<file path="src/design/psi_defs.svh">
// Register offsets, field positions and reset values of the packet start indicator
`ifndef PSI_DEFS_SVH
`define PSI_DEFS_SVH

`define PSI_ADDR_TX_SYNC   16'h9427
`define PSI_ADDR_CTRL      16'h9428
`define PSI_ADDR_RX_DELAY  16'h9429

`define PSI_RST_TX_SYNC    16'h0000
`define PSI_RST_CTRL       16'h0034
`define PSI_RST_RX_DELAY   16'h0000

`define PSI_MASK_TX_SYNC   16'h0001
`define PSI_MASK_CTRL      16'h007F
`define PSI_MASK_RX_DELAY  16'hFFFF

`define PSI_SYNC_BIT       0
`define PSI_LEN_HI         6
`define PSI_LEN_LO         4
`define PSI_FIXED_BIT      3
`define PSI_SFD_BIT        2
`define PSI_RX_EN_BIT      1
`define PSI_TX_EN_BIT      0

`define PSI_D10_HI         15
`define PSI_D10_LO         11
`define PSI_D100_HI        10
`define PSI_D100_LO        6
`define PSI_D1G_HI         5
`define PSI_D1G_LO         0

`define PSI_LEN_UNIT       8

`endif

</file>
<file path="src/design/psi_pkg.sv">
// Types shared by the packet start indicator modules
package psi_pkg;

  typedef enum logic [1:0] {PSI_SPEED_10M, PSI_SPEED_100M, PSI_SPEED_1G} psi_speed_e;

  typedef enum logic {PSI_IDLE, PSI_ACTIVE} psi_pulse_e;

  typedef logic [15:0] psi_word_t;

  typedef struct packed {
    psi_word_t tx_sync;
    psi_word_t ctrl;
    psi_word_t rx_delay;
    psi_word_t rdata;
    logic      rx_frame_d;
    logic      tx_frame_d;
    logic      tx_sync_out;
  } psi_top_s;

endpackage

</file>
<file path="src/design/psi_delay_line.sv">
// Programmable delay of a one-cycle start event
`timescale 1ns/1ps
`default_nettype none

module psi_delay_line
  import psi_pkg::*;
#(
  parameter int DEPTH = 63,
  parameter int SEL_W = 6
) (
  // Clock and reset
  input  wire logic             i_clock,
  input  wire logic             i_rst,
  // Event in, delay, event out
  input  wire logic             i_event,
  input  wire logic [SEL_W-1:0] i_delay,
  output logic                  o_event
);

  typedef struct packed {
    logic [DEPTH-1:0] taps;
  } psi_delay_s;

  psi_delay_s st;
  psi_delay_s next_st;

  if (DEPTH < 2 || DEPTH < (2 ** SEL_W) - 1) begin : g_check
    $error("psi_delay_line: DEPTH cannot serve the delay field");
  end

  always_comb begin
    next_st      = st;
    next_st.taps = {st.taps[DEPTH-2:0], i_event};
  end

  always_ff @(posedge i_clock or posedge i_rst) begin
    if (i_rst) begin
      st <= '0;
    end else begin
      st <= next_st;
    end
  end

  assign o_event = (i_delay == '0) ? i_event : st.taps[int'(i_delay) - 1];
endmodule // psi_delay_line

`default_nettype wire

</file>
<file path="src/design/psi_pulse_gen.sv">
// One start-of-packet pulse: whole frame or fixed length
`timescale 1ns/1ps
`default_nettype none

`include "psi_defs.svh"

module psi_pulse_gen
  import psi_pkg::*;
#(
  parameter int LEN_W = 3
) (
  // Clock and reset
  input  wire logic             i_clock,
  input  wire logic             i_rst,
  // Configuration
  input  wire logic             i_enable,
  input  wire logic             i_fixed,
  input  wire logic [LEN_W-1:0] i_len,
  // Frame and start event
  input  wire logic             i_frame,
  input  wire logic             i_start,
  // Pulse
  output logic                  o_pulse
);

  localparam int CW = LEN_W + 3;

  typedef struct packed {
    psi_pulse_e      state;
    logic            pulse;
    logic [CW-1:0]   count;
  } psi_pulse_s;

  psi_pulse_s    st;
  psi_pulse_s    next_st;
  logic [CW-1:0] limit;

  if (LEN_W < 1 || `PSI_LEN_UNIT != 8) begin : g_check
    $error("psi_pulse_gen: length field cannot be served");
  end

  assign limit = CW'((int'(i_len) + 1) * `PSI_LEN_UNIT - 1);

  always_comb begin
    next_st = st;
    unique case (st.state)
      PSI_IDLE: begin
        if (i_enable && i_frame && i_start) begin
          next_st.state = PSI_ACTIVE;
          next_st.pulse = 1'b1;
          next_st.count = '0;
        end
      end
      PSI_ACTIVE: begin
        next_st.count = st.count + 1'b1;
        if (!i_enable || !i_frame || (i_fixed && st.count >= limit)) begin
          next_st.state = PSI_IDLE;
          next_st.pulse = 1'b0;
        end
      end
    endcase
  end

  always_ff @(posedge i_clock or posedge i_rst) begin
    if (i_rst) begin
      st <= '{state: PSI_IDLE, pulse: 1'b0, count: '0};
    end else begin
      st <= next_st;
    end
  end

  assign o_pulse = st.pulse;
endmodule // psi_pulse_gen

`default_nettype wire

</file>
<file path="src/design/psi_top.sv">
// Packet start indicator: registers, triggers, receive delay and pulses
//
// Added by the designer: the address-and-strobe port.
`timescale 1ns/1ps
`default_nettype none

`include "psi_defs.svh"

module psi_top
  import psi_pkg::*;
#(
  parameter int DELAY_W = 6,
  parameter int LEN_W   = 3
) (
  // Clock and reset
  input  wire logic       i_clock,
  input  wire logic       i_rst,
  // Register port
  input  wire logic [15:0] i_addr,
  input  wire logic [15:0] i_wdata,
  input  wire logic        i_wr,
  input  wire logic        i_rd,
  output logic      [15:0] o_rdata,
  // Receive path
  input  wire logic        i_rx_frame,
  input  wire logic        i_rx_sfd,
  // Transmit buffer output side
  input  wire logic        i_tx_frame,
  input  wire logic        i_tx_sfd,
  // Link state
  input  wire psi_speed_e  i_speed,
  input  wire logic        i_gig_slave,
  // Indications
  output logic             o_rx_packet_start_pulse,
  output logic             o_tx_packet_start_pulse,
  output logic             o_tx_buffer_sync
);

  localparam int DEPTH = (2 ** DELAY_W) - 1;

  if (DELAY_W < 6 || LEN_W != (`PSI_LEN_HI - `PSI_LEN_LO + 1)) begin : g_check
    $error("psi_top: field widths cannot be served");
  end

  psi_top_s             st;
  psi_top_s             next_st;
  logic [DELAY_W-1:0]   rx_delay_sel;
  logic [LEN_W-1:0]     pulse_length_field;
  logic                 fixed_length_select;
  logic                 delimiter_trigger_select;
  logic                 rx_pulse_enable;
  logic                 tx_pulse_enable;
  logic                 rx_trigger;
  logic                 tx_trigger;
  logic                 rx_start;

  // Control fields
  assign pulse_length_field       = st.ctrl[`PSI_LEN_HI:`PSI_LEN_LO];
  assign fixed_length_select      = st.ctrl[`PSI_FIXED_BIT];
  assign delimiter_trigger_select = st.ctrl[`PSI_SFD_BIT];
  assign rx_pulse_enable          = st.ctrl[`PSI_RX_EN_BIT];
  assign tx_pulse_enable          = st.ctrl[`PSI_TX_EN_BIT];

  // delimiter or first byte
  // Bit flips mid-frame can fire twice; software keeps it still
  assign rx_trigger = delimiter_trigger_select ? i_rx_sfd
                                               : (i_rx_frame && !st.rx_frame_d);

  assign tx_trigger = delimiter_trigger_select ? i_tx_sfd
                                               : (i_tx_frame && !st.tx_frame_d);

  always_comb begin
    unique case (i_speed)
      PSI_SPEED_10M:  rx_delay_sel = DELAY_W'(st.rx_delay[`PSI_D10_HI:`PSI_D10_LO]);
      PSI_SPEED_100M: rx_delay_sel = DELAY_W'(st.rx_delay[`PSI_D100_HI:`PSI_D100_LO]);
      PSI_SPEED_1G:   rx_delay_sel = DELAY_W'(st.rx_delay[`PSI_D1G_HI:`PSI_D1G_LO]);
      default:        rx_delay_sel = '0;
    endcase
  end

  always_comb begin
    next_st            = st;
    next_st.rx_frame_d = i_rx_frame;
    next_st.tx_frame_d = i_tx_frame;
    // Read data stand one cycle only
    next_st.rdata      = '0;
    if (i_wr) begin
      case (i_addr)
        `PSI_ADDR_TX_SYNC:  next_st.tx_sync  = i_wdata & `PSI_MASK_TX_SYNC;
        `PSI_ADDR_CTRL:     next_st.ctrl     = i_wdata & `PSI_MASK_CTRL;
        `PSI_ADDR_RX_DELAY: next_st.rx_delay = i_wdata & `PSI_MASK_RX_DELAY;
        default: ;
      endcase
    end
    if (i_rd) begin
      case (i_addr)
        `PSI_ADDR_TX_SYNC:  next_st.rdata = st.tx_sync;
        `PSI_ADDR_CTRL:     next_st.rdata = st.ctrl;
        `PSI_ADDR_RX_DELAY: next_st.rdata = st.rx_delay;
        default:            next_st.rdata = '0;
      endcase
    end
    next_st.tx_sync_out = st.tx_sync[`PSI_SYNC_BIT]
                          && !(i_speed == PSI_SPEED_1G && i_gig_slave);
  end

  always_ff @(posedge i_clock or posedge i_rst) begin
    if (i_rst) begin
      st <= '{tx_sync:     `PSI_RST_TX_SYNC,
              ctrl:        `PSI_RST_CTRL,
              rx_delay:    `PSI_RST_RX_DELAY,
              rdata:       16'h0000,
              rx_frame_d:  1'b0,
              tx_frame_d:  1'b0,
              tx_sync_out: 1'b0};
    end else begin
      st <= next_st;
    end
  end

  assign o_rdata          = st.rdata;
  assign o_tx_buffer_sync = st.tx_sync_out;

  psi_delay_line #(
    .DEPTH (DEPTH),
    .SEL_W (DELAY_W)
  ) u_rx_delay (
    .i_clock (i_clock),
    .i_rst   (i_rst),
    .i_event (rx_trigger),
    .i_delay (rx_delay_sel),
    .o_event (rx_start)
  );

  psi_pulse_gen #(
    .LEN_W (LEN_W)
  ) u_rx_pulse (
    .i_clock  (i_clock),
    .i_rst    (i_rst),
    .i_enable (rx_pulse_enable),
    .i_fixed  (fixed_length_select),
    .i_len    (pulse_length_field),
    .i_frame  (i_rx_frame),
    .i_start  (rx_start),
    .o_pulse  (o_rx_packet_start_pulse)
  );

  psi_pulse_gen #(
    .LEN_W (LEN_W)
  ) u_tx_pulse (
    .i_clock  (i_clock),
    .i_rst    (i_rst),
    .i_enable (tx_pulse_enable),
    .i_fixed  (fixed_length_select),
    .i_len    (pulse_length_field),
    .i_frame  (i_tx_frame),
    .i_start  (tx_trigger),
    .o_pulse  (o_tx_packet_start_pulse)
  );
endmodule // psi_top

`default_nettype wire

</file>
<file path="config.mk">
export PLATFORM = sky130hd
export DESIGN_NAME = psi_top
export DESIGN_NICKNAME = d
export VERILOG_FILES = /design/src/design/psi_pkg.sv /design/src/design/psi_delay_line.sv /design/src/design/psi_pulse_gen.sv /design/src/design/psi_top.sv
export VERILOG_INCLUDE_DIRS = /design/src /design/src/design
export SDC_FILE = /design/constraint.sdc
export NUM_CORES = 1
export LEC_CHECK = 0
export BUFFER_PORTS_ARGS = -buffer_cell sky130_fd_sc_hd__buf_2
export CELL_PAD_IN_SITES_DETAIL_PLACEMENT = 1
export CELL_PAD_IN_SITES_GLOBAL_PLACEMENT = 2
export CORE_ASPECT_RATIO = 0.5
export CORE_UTILIZATION = 42
export CTS_BUF_LIST = sky130_fd_sc_hd__clkbuf_8
export DETAILED_ROUTE_END_ITERATION = 7
export PLACE_DENSITY_LB_ADDON = 0.1
export SLEW_MARGIN = 20
export SYNTH_ARGS = -nofsm -noshare
export SYNTH_HDL_FRONTEND = slang
export SYNTH_HIERARCHICAL = 1
export SYNTH_SLANG_ARGS = --single-unit
</file>
<file path="constraint.sdc">
create_clock -name i_clock -period 4.1 [get_ports i_clock]
set_clock_uncertainty 0.05 [all_clocks]
set_input_delay 0.41 -clock i_clock [delete_from_list [all_inputs] [get_ports i_clock]]
set_output_delay 0.41 -clock i_clock [all_outputs]
set_load 0.01 [all_outputs]
</file>
==> results of run 1 <==
[power groups by stage]
stage                     Combinational, W  Clock (W)  Sequential (W)
final                            0.0000816   0.000976         0.00124
after global routing             0.0000914    0.00106         0.00125
after CTS                        0.0000844    0.00101         0.00124
after detailed placement         0.0000834          0         0.00127
after global placement           0.0000806          0         0.00127
after floorplan                  0.0000451          0         0.00126
[metrics by stage]
stage / std cells / instance area (um^2) / total power (W) / hold slack [ns]
2_1_floorplan: 397 / 5353 / 0.001305 / 0.1757
3_3_place_gp: 603 / 5743 / 0.001347 / 0.3035
3_5_place_dp: 603 / 5743 / 0.001351 / 0.3093
4_1_cts: 636 / 6120 / 0.002337 / 0.09646
5_1_grt: 636 / 6120 / 0.002399 / 0.09785
6_report: 636 / 6120 / 0.002302 / 0.1134
[worst register-to-register path, cell delays in order, from the launching register on]
cell and delay (ns):
dfrtp_1 0.40, mux2i_1 0.10, o21ai_0 0.42, inv_1 0.14, ha_1 0.31, xor2_2 0.26, buf_4 0.20, mux4_1 0.57
nand2_1 0.10, o211ai_1 0.10, a31oi_1 0.18, o21ai_1 0.16, a31oi_1 0.44, mux2_2 0.25
[placed cells by master (no fill, tap or decap), drive strengths merged, types with 5 or more instances in the layout]
| master | n |
|---|---|
| buf | 70 |
| clkbuf | 17 |
| o21ai | 12 |
| mux2 | 29 |
| and3 | 6 |
| inv | 22 |
| xor2 | 5 |
| nor3 | 7 |
| mux2i | 19 |
| a31oi | 12 |
| ha | 12 |
| and2 | 9 |
| nor2 | 13 |
| dfrtp | 119 |
| nor2b | 6 |
| clkinv | 8 |
| a21oi | 9 |
| nand2 | 21 |
| nand3 | 10 |
| mux4 | 14 |
[cell families (layout without fill, tap and decap cells)]
logic type               count (synthesis)  count (layout)  synth area share [%]
adder cells (fa/ha/maj)                 12              12                 2.805
buffers and inverters                   46             120                 4.792
AO/OA/AOI/OAI                           55              55                 6.849
flip-flops                             122             122                 57.11
AND/OR/NAND/NOR                         92              92                 10.54
multiplexers                            62              62                 16.46
XOR/XNOR                                 8               8                 1.449
[metal layers]
| metal | global-route usage, % | vias up | part of all wire [%] |
|---|---|---|---|
| met5 | 0 | - | 0 |
| met4 | 5.849 | 0 | 0.66 |
| met3 | 4.040 | 9 | 2.4 |
| met2 | 31.21 | 45 | 49 |
| met1 | 25.48 | 1722 | 48 |
| li1 | - | 1547 | - |
[layout make-up]
type / count / area [um^2] / share of cell area (%)
repair buffers: 71 / 382.9 / 6.256
well taps: 165 / 206.4 / 3.374
flip-flops and latches: 122 / 3057 / 49.95
clock inverters: 15 / 132.6 / 2.167
clock buffers: 17 / 234.0 / 3.823
inverters: 17 / 63.81 / 1.043
multi-input cells: 229 / 2043 / 33.39
[sequential cells by signal, indices dropped and copies added (netlist names)]
name,cells
o_rdata,16
delimiter_trigger_select,1
u_tx_pulse/o_pulse,1
st,20
rx_pulse_enable,1
u_rx_pulse/st,7
fixed_length_select,1
pulse_length_field,3
u_tx_pulse/st,7
u_rx_delay/st,63
u_rx_pulse/o_pulse,1
o_tx_buffer_sync,1
[synth_stat cells (all sizes together) (2+ instances only)]
cell type    n  area, um^2
a211oi       2       15.01
a21oi        9       45.04
a221o        2       20.02
a22o         4       37.54
a22oi        2       15.01
a31oi       12       75.07
and2         9       56.30
and3         6       47.54
buf         26       181.4
clkbuf       3       11.26
dfrtp      119        2978
dfstp        3       78.83
ha          12       150.1
inv         17       63.81
mux2        29       364.1
mux2i       19       190.2
mux4        14       326.6
nand2       21       78.83
nand2b       3       18.77
nand3       10       55.05
nand4        3       18.77
nor2        13       48.80
nor2b        6       37.54
nor3         7       35.03
nor4         4       55.05
nor4b        3       53.80
o211ai       3       22.52
o21a         2       15.01
o21ai       12       60.05
o22ai        2       12.51
o31ai        2       15.01
or3b         2       17.52
xnor2        3       26.28
xor2         5       51.30
[worst min path at each step]
stage	slack (ns)	cells after the start	start	to
floorplan	0.18	1	i_rst	u_rx_pulse/o_pulse
global placement	0.30	0	u_rx_delay/st[26]	u_rx_delay/st[27]
detailed placement	0.31	0	u_rx_delay/st[43]	u_rx_delay/st[44]
CTS	0.1	2	i_gig_slave	o_tx_buffer_sync
global route	0.1	2	i_gig_slave	o_tx_buffer_sync
finish	0.11	2	i_gig_slave	o_tx_buffer_sync
==> results.toml, run 1 <==
[route]
drtAntennaViolNets = 0
wl_per_cell_um = 18.08
drt-total-wl_um = 11500
viasPerCell = 5.225
initialDrtViolationCount = 147
dr.pass1.iters = 5
vias = 3323
drc = 0

[yosys]
syn_avg_cell_area_um2 = 13.48
synth_area_mm2 = 0.005353
ys_ff_latch = 122
synth_cell_types = 55
seq_area_frac_synth_pct = 57.11
synth_cells = 397
async_reset_ff_share_pct = 100.0
yosysWarnings = 6
synthFlopType = "dfrtp_1"
synth-edff-count = 0
synth_nets = 452

[timing]
setup_ws_ns = 0.3790
finalCritPeriodShare_pct = 90.76
rsz0062_at_grt = "no"
fmax_mhz = 268.7
tightest_slew_ns = 0.9374
maxSlewViolCount = 0
fin_crit_ns = 3.721
finalSetupViolations = 0
slew_headroom_pct = 36.84
finalHoldViolations = 0
fin_tns_setup_ns = 0

[die]
core_mm2 = 0.01212
initial_utilization_pct = 44.16
dieArea_mm2 = 0.01323
die_w_um = 161.7
dieHeight_um = 81.83
rows = 28
io-pin-count = 62

[clocking]
tritoncts = "yes"
hold_buffers = 1
cts.path.max_buffers = 2
ctsResizeCount = 0
clk_latency_ns = 0.42
post-cts-setup-buffers = 0
cts_root_buf = "clkbuf_8"
clock-sinks = 122
numCtsBuffers = 17
path_clk_slew_ns = 0.08
h-tree-depth = 4

[layout]
area_delta_synth_final_pct = 14.33
diodes = 0
nFillCells = 1302
fin_util_pct = 50.49
final_layout_size_suffix_gt1_share_pct = 33.97
fin_nets = 513

[setup_path]
reg2reg_to = "u_rx_pulse/st[0]"
arrival_ns = 4.03
cp-end-kind = "flop"
worstSetupPathType = "flop to flop"
cp_max_fo = 6
cpMaxStageDelayCell = "mux4_1"
path_buf_inv = 2
ff2ff_path_depth = 13
worstPathCellList = "mux2i_1, o21ai_0, inv_1, ha_1, xor2_2, buf_4, mux4_1, nand2_1, o211ai_1, a31oi_1, o21ai_1, a31oi_1, mux2_2"
r2r_start = "st[20]"
ff2ff_setup_slack_ns = 0.38
path_delay_family = "compound AO/OA/AOI/OAI gates"
path_common_cell = "a31oi_1"
critPathRequiredTime_ns = 4.41
startpoint_type = "flop"
cp_num_cells = 13
crit_end = "u_rx_pulse/st[0]"
cp-startpoint = "st[20]"
slowest_delay_ns = 0.57

[pwr]
combPwrFrac_pct = 3.5
power_density_mw_per_mm2 = 376.2
leakagePower_nw = 2.952
intPower_w = 0.001701
seqPwrFrac_pct = 54.0
swShare_pct = 26.12
peakVddDrop_mv = 0.1451
switchingPower_w = 0.0006013
power_frac_clock_pct = 42.4

[grt]
grt_pass1_wl_um = 18750
grt-ovfl-total = 0
grt_max_degree = 56
grt_pass1_vias = 3545
track_usage_pct = 18.93
antenna_found_initial = 0

[placed_design]
place.port_buffers = 61
gp_congestion = 0.8267
pre_cts_slack_ns = 0.1212
post-dp-hpwl_um = 8748

[outcome]
status = "finished, final reports clean"

[min_path]
worstHoldPathType = "primary input to flop"

[job]
cap_violations = 0
Power figures use the tool's default switching activity.
==> inputs of run 2 (changes only) <==
- REMOVE_ABC_BUFFERS: not set -> 1
==> run 2 against run 1 <==
  * Cell count unchanged
  * Total power increased by 4.8%
  * Highest routed layer unchanged
  * Clock-buffer cell count increased by 3
  * Worst hold slack about the same
  * First-iteration DRC count increased by 20%
  * Design area increased by 0.74%
  * Critical path depth unchanged
  * Sequential cell count unchanged
  * Non-clock buffer count unchanged
==> results.toml, run 2 (synthesized netlist as in run 1, its figures left out) <==
[setup_path]
worstSetupPathType = "flop to flop"
cp_max_fo = 9
critPathRequiredTime_ns = 4.38
startpoint_type = "flop"
arrival_ns = 3.97
cp-end-kind = "flop"
ff2ff_setup_slack_ns = 0.41

[die]
initial_utilization_pct = 44.16
core_mm2 = 0.01212
io-pin-count = 62
die_w_um = 161.7
dieArea_mm2 = 0.01323
dieHeight_um = 81.83
rows = 28

[clocking]
numCtsBuffers = 17
h-tree-depth = 4
path_clk_slew_ns = 0.07
cts_root_buf = "clkbuf_8"
clk_latency_ns = 0.43
tritoncts = "yes"
clock-sinks = 122
cts.path.max_buffers = 2
post-cts-setup-buffers = 0
ctsResizeCount = 0
hold_buffers = 1

[route]
drt-total-wl_um = 11580
vias = 3374
drc = 0
initialDrtViolationCount = 176
wl_per_cell_um = 18.21
drtAntennaViolNets = 0
viasPerCell = 5.305
dr.pass1.iters = 4

[placed_design]
dp_cells = 603
pre_cts_slack_ns = 0.07117
post-dp-hpwl_um = 8414
gp_congestion = 0.7695
place.port_buffers = 61

[timing]
rsz0062_at_grt = "no"
finalHoldViolations = 0
maxSlewViolCount = 0
tightest_slew_ns = 0.9759
fmax_mhz = 271.1
fin_crit_ns = 3.689
finalSetupViolations = 0
setup_ws_ns = 0.4109
slew_headroom_pct = 34.26
finalCritPeriodShare_pct = 89.98

[pwr]
power_frac_clock_pct = 45.0
peakVddDrop_mv = 0.1530
combPwrFrac_pct = 3.4
switchingPower_w = 0.0005570
swShare_pct = 23.08
leakagePower_nw = 2.971
intPower_w = 0.001856
seqPwrFrac_pct = 51.6
power_density_mw_per_mm2 = 391.4

[layout]
largest_register = "u_rx_delay/st"
layout_commonest_cell = "dfrtp_1"
largest_reg_flops = 63
fin_nets = 513
final_layout_size_suffix_gt1_share_pct = 33.97
final_cells = 636
diodes = 0
layout_common_cells = "119 x dfrtp_1, 61 x buf_2, 21 x nand2_1, 20 x clkbuf_8"
area_delta_synth_final_pct = 15.17

[grt]
grt-ovfl-total = 0
grt_pass1_vias = 3708
grt_pass1_wl_um = 19290
antenna_found_initial = 1
track_usage_pct = 19.59
grt_max_degree = 64

[min_path]
worstHoldPathType = "primary input to flop"

[outcome]
status = "finished, final reports clean"

[job]
cap_violations = 0
==> run 2: area by class of cell <==
type	count	area, um^2
Fill cell	1278	5957
Sequential cell	122	3057
Clock inverter	12	136.4
Multi-Input combinational cell	229	2043
Timing Repair Buffer	71	382.9
Tap cell	165	206.4
Inverter	17	63.81
Clock buffer	20	275.3
==> run 2: layer usage <==
metal  GRT usage (%)  wire length (um)
met5               0                 0
met4           7.170               167
met3           5.101               486
met2           32.07              5429
met1           25.55              5498
==> run 2: final timing paths <==
path / from / to / cells past startpoint
worst max-delay path: st[20] / u_rx_pulse/st[4] / 13
worst min-delay path: i_rx_frame / st[2] / 1
worst max register to register: st[20] / u_rx_pulse/st[4] / 13
worst min register to register: u_rx_delay/st[34] / u_rx_delay/st[35] / 0
max in group asynchronous: i_rst / u_rx_delay/st[18] / 4
min in group asynchronous: i_rst / u_rx_pulse/st[1] / 3
==> run 2: critical path, cell delays in order (launching register included) <==
cell	delay [ns]
dfrtp_1	0.38
mux2i_1	0.08
o21ai_0	0.42
inv_1	0.14
ha_1	0.56
mux4_2	0.37
mux2_2	0.30
o21ai_0	0.10
o41ai_2	0.11
o31ai_1	0.26
o21ai_1	0.16
a31oi_1	0.42
a21oi_1	0.08
mux2i_1	0.18
==> run 2: power groups by stage <==
stage               combinational (W)  sequential (W)  clock (W)
floorplan                   0.0000416         0.00126          0
global placement            0.0000798         0.00127          0
detailed placement          0.0000845         0.00127          0
CTS                         0.0000854         0.00124    0.00112
global route                0.0000931         0.00125    0.00117
finish                      0.0000824         0.00124    0.00109
==> run 2: through the flow <==
| stage | hold WS, ns | setup TNS, ns | power (W) | instance area, um^2 | utilization, % |
|---|---|---|---|---|---|
| final | 0.1130 | 0 | 0.002413 | 6165 | 50.86 |
| after global routing | 0.08885 | 0 | 0.002511 | 6165 | 50.86 |
| after CTS | 0.08037 | 0 | 0.002455 | 6165 | 50.86 |
| after detailed placement | 0.3082 | 0 | 0.001352 | 5743 | 47.38 |
| after global placement | 0.3052 | 0 | 0.001345 | 5743 | 47.38 |
| after floorplan | 0.1757 | -8.483 | 0.001302 | 5160 | - |
==> inputs of run 3 (changes only) <==
- ABC_AREA: not set -> 1
- CORE_UTILIZATION: 42 -> 37
==> run 3 against run 2 <==
  * Sequential share of layout area down 1.2 points
  * Register-to-register slack better by 0.68 ns
  * Non-clock buffer count down 6
  * Largest cell class unchanged
  * First-iteration DRC count down 14%
  * Worst setup slack better by 0.68 ns
  * Wire length up 9.9%
  * Die area up 18%
  * Via count up 23%
  * Synthesized cell count up 61%
  * Clock power up 5%
==> results.toml, run 3 <==
[outcome]
status = "finished, final reports clean"

[yosys]
synth_commonest_cells = "184 x nand2_1, 119 x dfrtp_1, 95 x inv_1"
synth_area_mm2 = 0.005560
syn_avg_cell_area_um2 = 8.715
ys_ff_latch = 122
synth.top_cell.area_share_pct = 53.56
synth_cells = 638
synthFlopType = "dfrtp_1"
synth-edff-count = 0
async_reset_ff_share_pct = 100.0
yosys-top-cells-area = "dfrtp_1 54%, nand2_1 12%, inv_1 6.4%"
synth_cell_types = 29
yosys.area.top_type = "dfrtp_1"
seq_area_frac_synth_pct = 54.97
yosysMostFrequentCell = "nand2_1"
yosysWarnings = 6

[placed_design]
post-dp-hpwl_um = 9034
dpl_cell_area_mm2 = 0.005889
gp_congestion = 0.7114
dp_cells = 870
place.port_buffers = 61

[layout]
final_cells = 903
layout_commonest_cell = "nand2_1"
fin_nets = 747
diodes = 0
largest_reg_flops = 63
final_layout_size_suffix_gt1_share_pct = 17.59
largest_register = "u_rx_delay/st"
layout_common_cells = "184 x nand2_1, 119 x dfrtp_1, 94 x inv_1, 68 x nand3_1, 61 x buf_2"
nFillCells = 1780
final_area_mm2 = 0.006320
area_delta_synth_final_pct = 13.66
multi_input_area_mm2 = 0.001862
seq_area_mm2 = 0.003057

[setup_path]
worstSetupPathType = "flop to flop"
arrival_ns = 3.29
startpoint_type = "flop"
cp-end-kind = "flop"
critPathRequiredTime_ns = 4.38
reg2reg_to = "u_rx_pulse/st[3]"
ff2ff_setup_slack_ns = 1.09
ff2ff_path_depth = 16
cp_max_fo = 34
r2r_start = "st[25]"

[job]
cap_violations = 0

[route]
drtAntennaViolNets = 0
initialDrtViolationCount = 151
dr.pass1.iters = 4
viasPerCell = 4.608
drc = 0
wl_per_cell_um = 14.10
vias = 4161
drt-total-wl_um = 12730

[timing]
fin_hold_ws_ns = 0.05980
fin_tns_setup_ns = 0
tightest_slew_ns = 0.9191
finalCritPeriodShare_pct = 73.38
fin_crit_ns = 3.008
rsz0062_at_grt = "no"
fmax_mhz = 332.4
finalSetupViolations = 0
maxSlewViolCount = 0
slew_headroom_pct = 38.64
finalHoldViolations = 0

[clocking]
ctsResizeCount = 0
h-tree-depth = 4
path_clk_slew_ns = 0.08
clk_latency_ns = 0.44
cts.path.max_buffers = 2
post-cts-setup-buffers = 0
clock-sinks = 122
cts_root_buf = "clkbuf_8"
tritoncts = "yes"
numCtsBuffers = 17

[min_path]
min_from = "i_tx_frame"
worstHoldPathType = "primary input to flop"
min_to = "st[1]"
whs_path_depth = 1

[pwr]
swShare_pct = 26.25
intPower_w = 0.001919
seqPwrFrac_pct = 47.8
power_frac_clock_pct = 43.8
switchingPower_w = 0.0006830
peakVddDrop_mv = 0.1958
power_density_mw_per_mm2 = 411.7
leakagePower_nw = 3.414
combPwrFrac_pct = 8.4

[die]
io-pin-count = 62
rows = 31
dieArea_mm2 = 0.01555
core_mm2 = 0.01458
dieHeight_um = 88.69
initial_utilization_pct = 38.13
die_w_um = 175.4

[grt]
grt_pass1_wl_um = 22200
track_usage_pct = 18.58
antenna_found_initial = 0
grt-ovfl-total = 0
grt_pass1_vias = 4444
grt_max_degree = 64
run 3: changes by cell type after synthesis, moves of 9 or more:
cell / change
nand3_1: +59
inv_1: +78
nand2_1: +163
nor2_1: +25
mux2_2: -19
and2_1: -9
o21ai_0: +17
mux2i_1: -19
mux4_2: -11
mux2_4: -10
run 3: how the worst max path moves through the flow:
stage               slack [ns]          endpoint       start
detailed placement        0.69  u_rx_pulse/st[3]  i_speed[0]
global placement          0.81  u_rx_pulse/st[3]  i_speed[0]
global route              0.77  u_rx_pulse/st[3]      st[25]
finish                    1.09  u_rx_pulse/st[3]      st[25]
floorplan                 0.03  u_rx_pulse/st[3]  i_speed[0]
CTS                       1.08  u_rx_pulse/st[3]      st[25]
run 3: repair_timing:
item                                    CTS  global route
hold buffers                              1             0
endpoints found under the setup margin    0             0
hold endpoints to repair                 16             0
run 3: metrics by stage:
stage	utilization [%]	power, W	setup slack, ns
final	43.33	0.002602	1.092
after global routing	43.33	0.002738	0.7737
after CTS	43.33	0.002652	1.079
after detailed placement	40.38	0.001491	0.6871
after global placement	40.38	0.001489	0.8088
after floorplan	-	0.001408	0.02721
run 3: layout make-up:
type / count / area share (%)
tap: 198 / 3.920
sequential: 122 / 48.37
multi-input combinational: 382 / 29.46
clock inverter: 14 / 2.732
timing repair buffer: 65 / 5.345
clock buffer: 18 / 3.920
inverter: 104 / 6.256
run 3: kinds of logic after synthesis:
family	after synthesis	share of synthesized area (%)
XOR/XNOR	4	0.6302
AND/OR/NAND/NOR	311	24.73
flip-flops	122	54.97
buffers and inverters	134	11.54
adder cells (fa/ha/maj)	12	2.700
AO/OA/AOI/OAI	55	5.423
run 3: power groups by stage:
stage	sequential, W	clock (W)	combinational (W)
after floorplan	0.00126	0	0.000147
after global placement	0.00127	0	0.000223
after detailed placement	0.00127	0	0.000225
after CTS	0.00124	0.00118	0.000227
after global routing	0.00125	0.00123	0.000258
final	0.00124	0.00114	0.000219
run 3: routing by layer:
layer	part of all wire (%)	GRT usage, %	vias up
met2	44	29.18	52
met4	1.1	4.980	0
met1	51	25.27	2016
met3	3.1	5.369	16
met5	0	0	-
li1	-	-	2077
run 3: worst max-delay path, cell delays in order (launching register included):
cell      delay, ns
dfrtp_1        0.32
inv_1          0.06
o211ai_1       0.41
inv_6          0.19
ha_1           0.48
inv_2          0.28
nand3_1        0.12
nand3_1        0.08
nand3_1        0.08
nand3_1        0.09
nand3_1        0.09
nand2_1        0.10
nand2_1        0.06
nand2_1        0.10
nand3_1        0.16
a21oi_1        0.17
a21oi_1        0.05
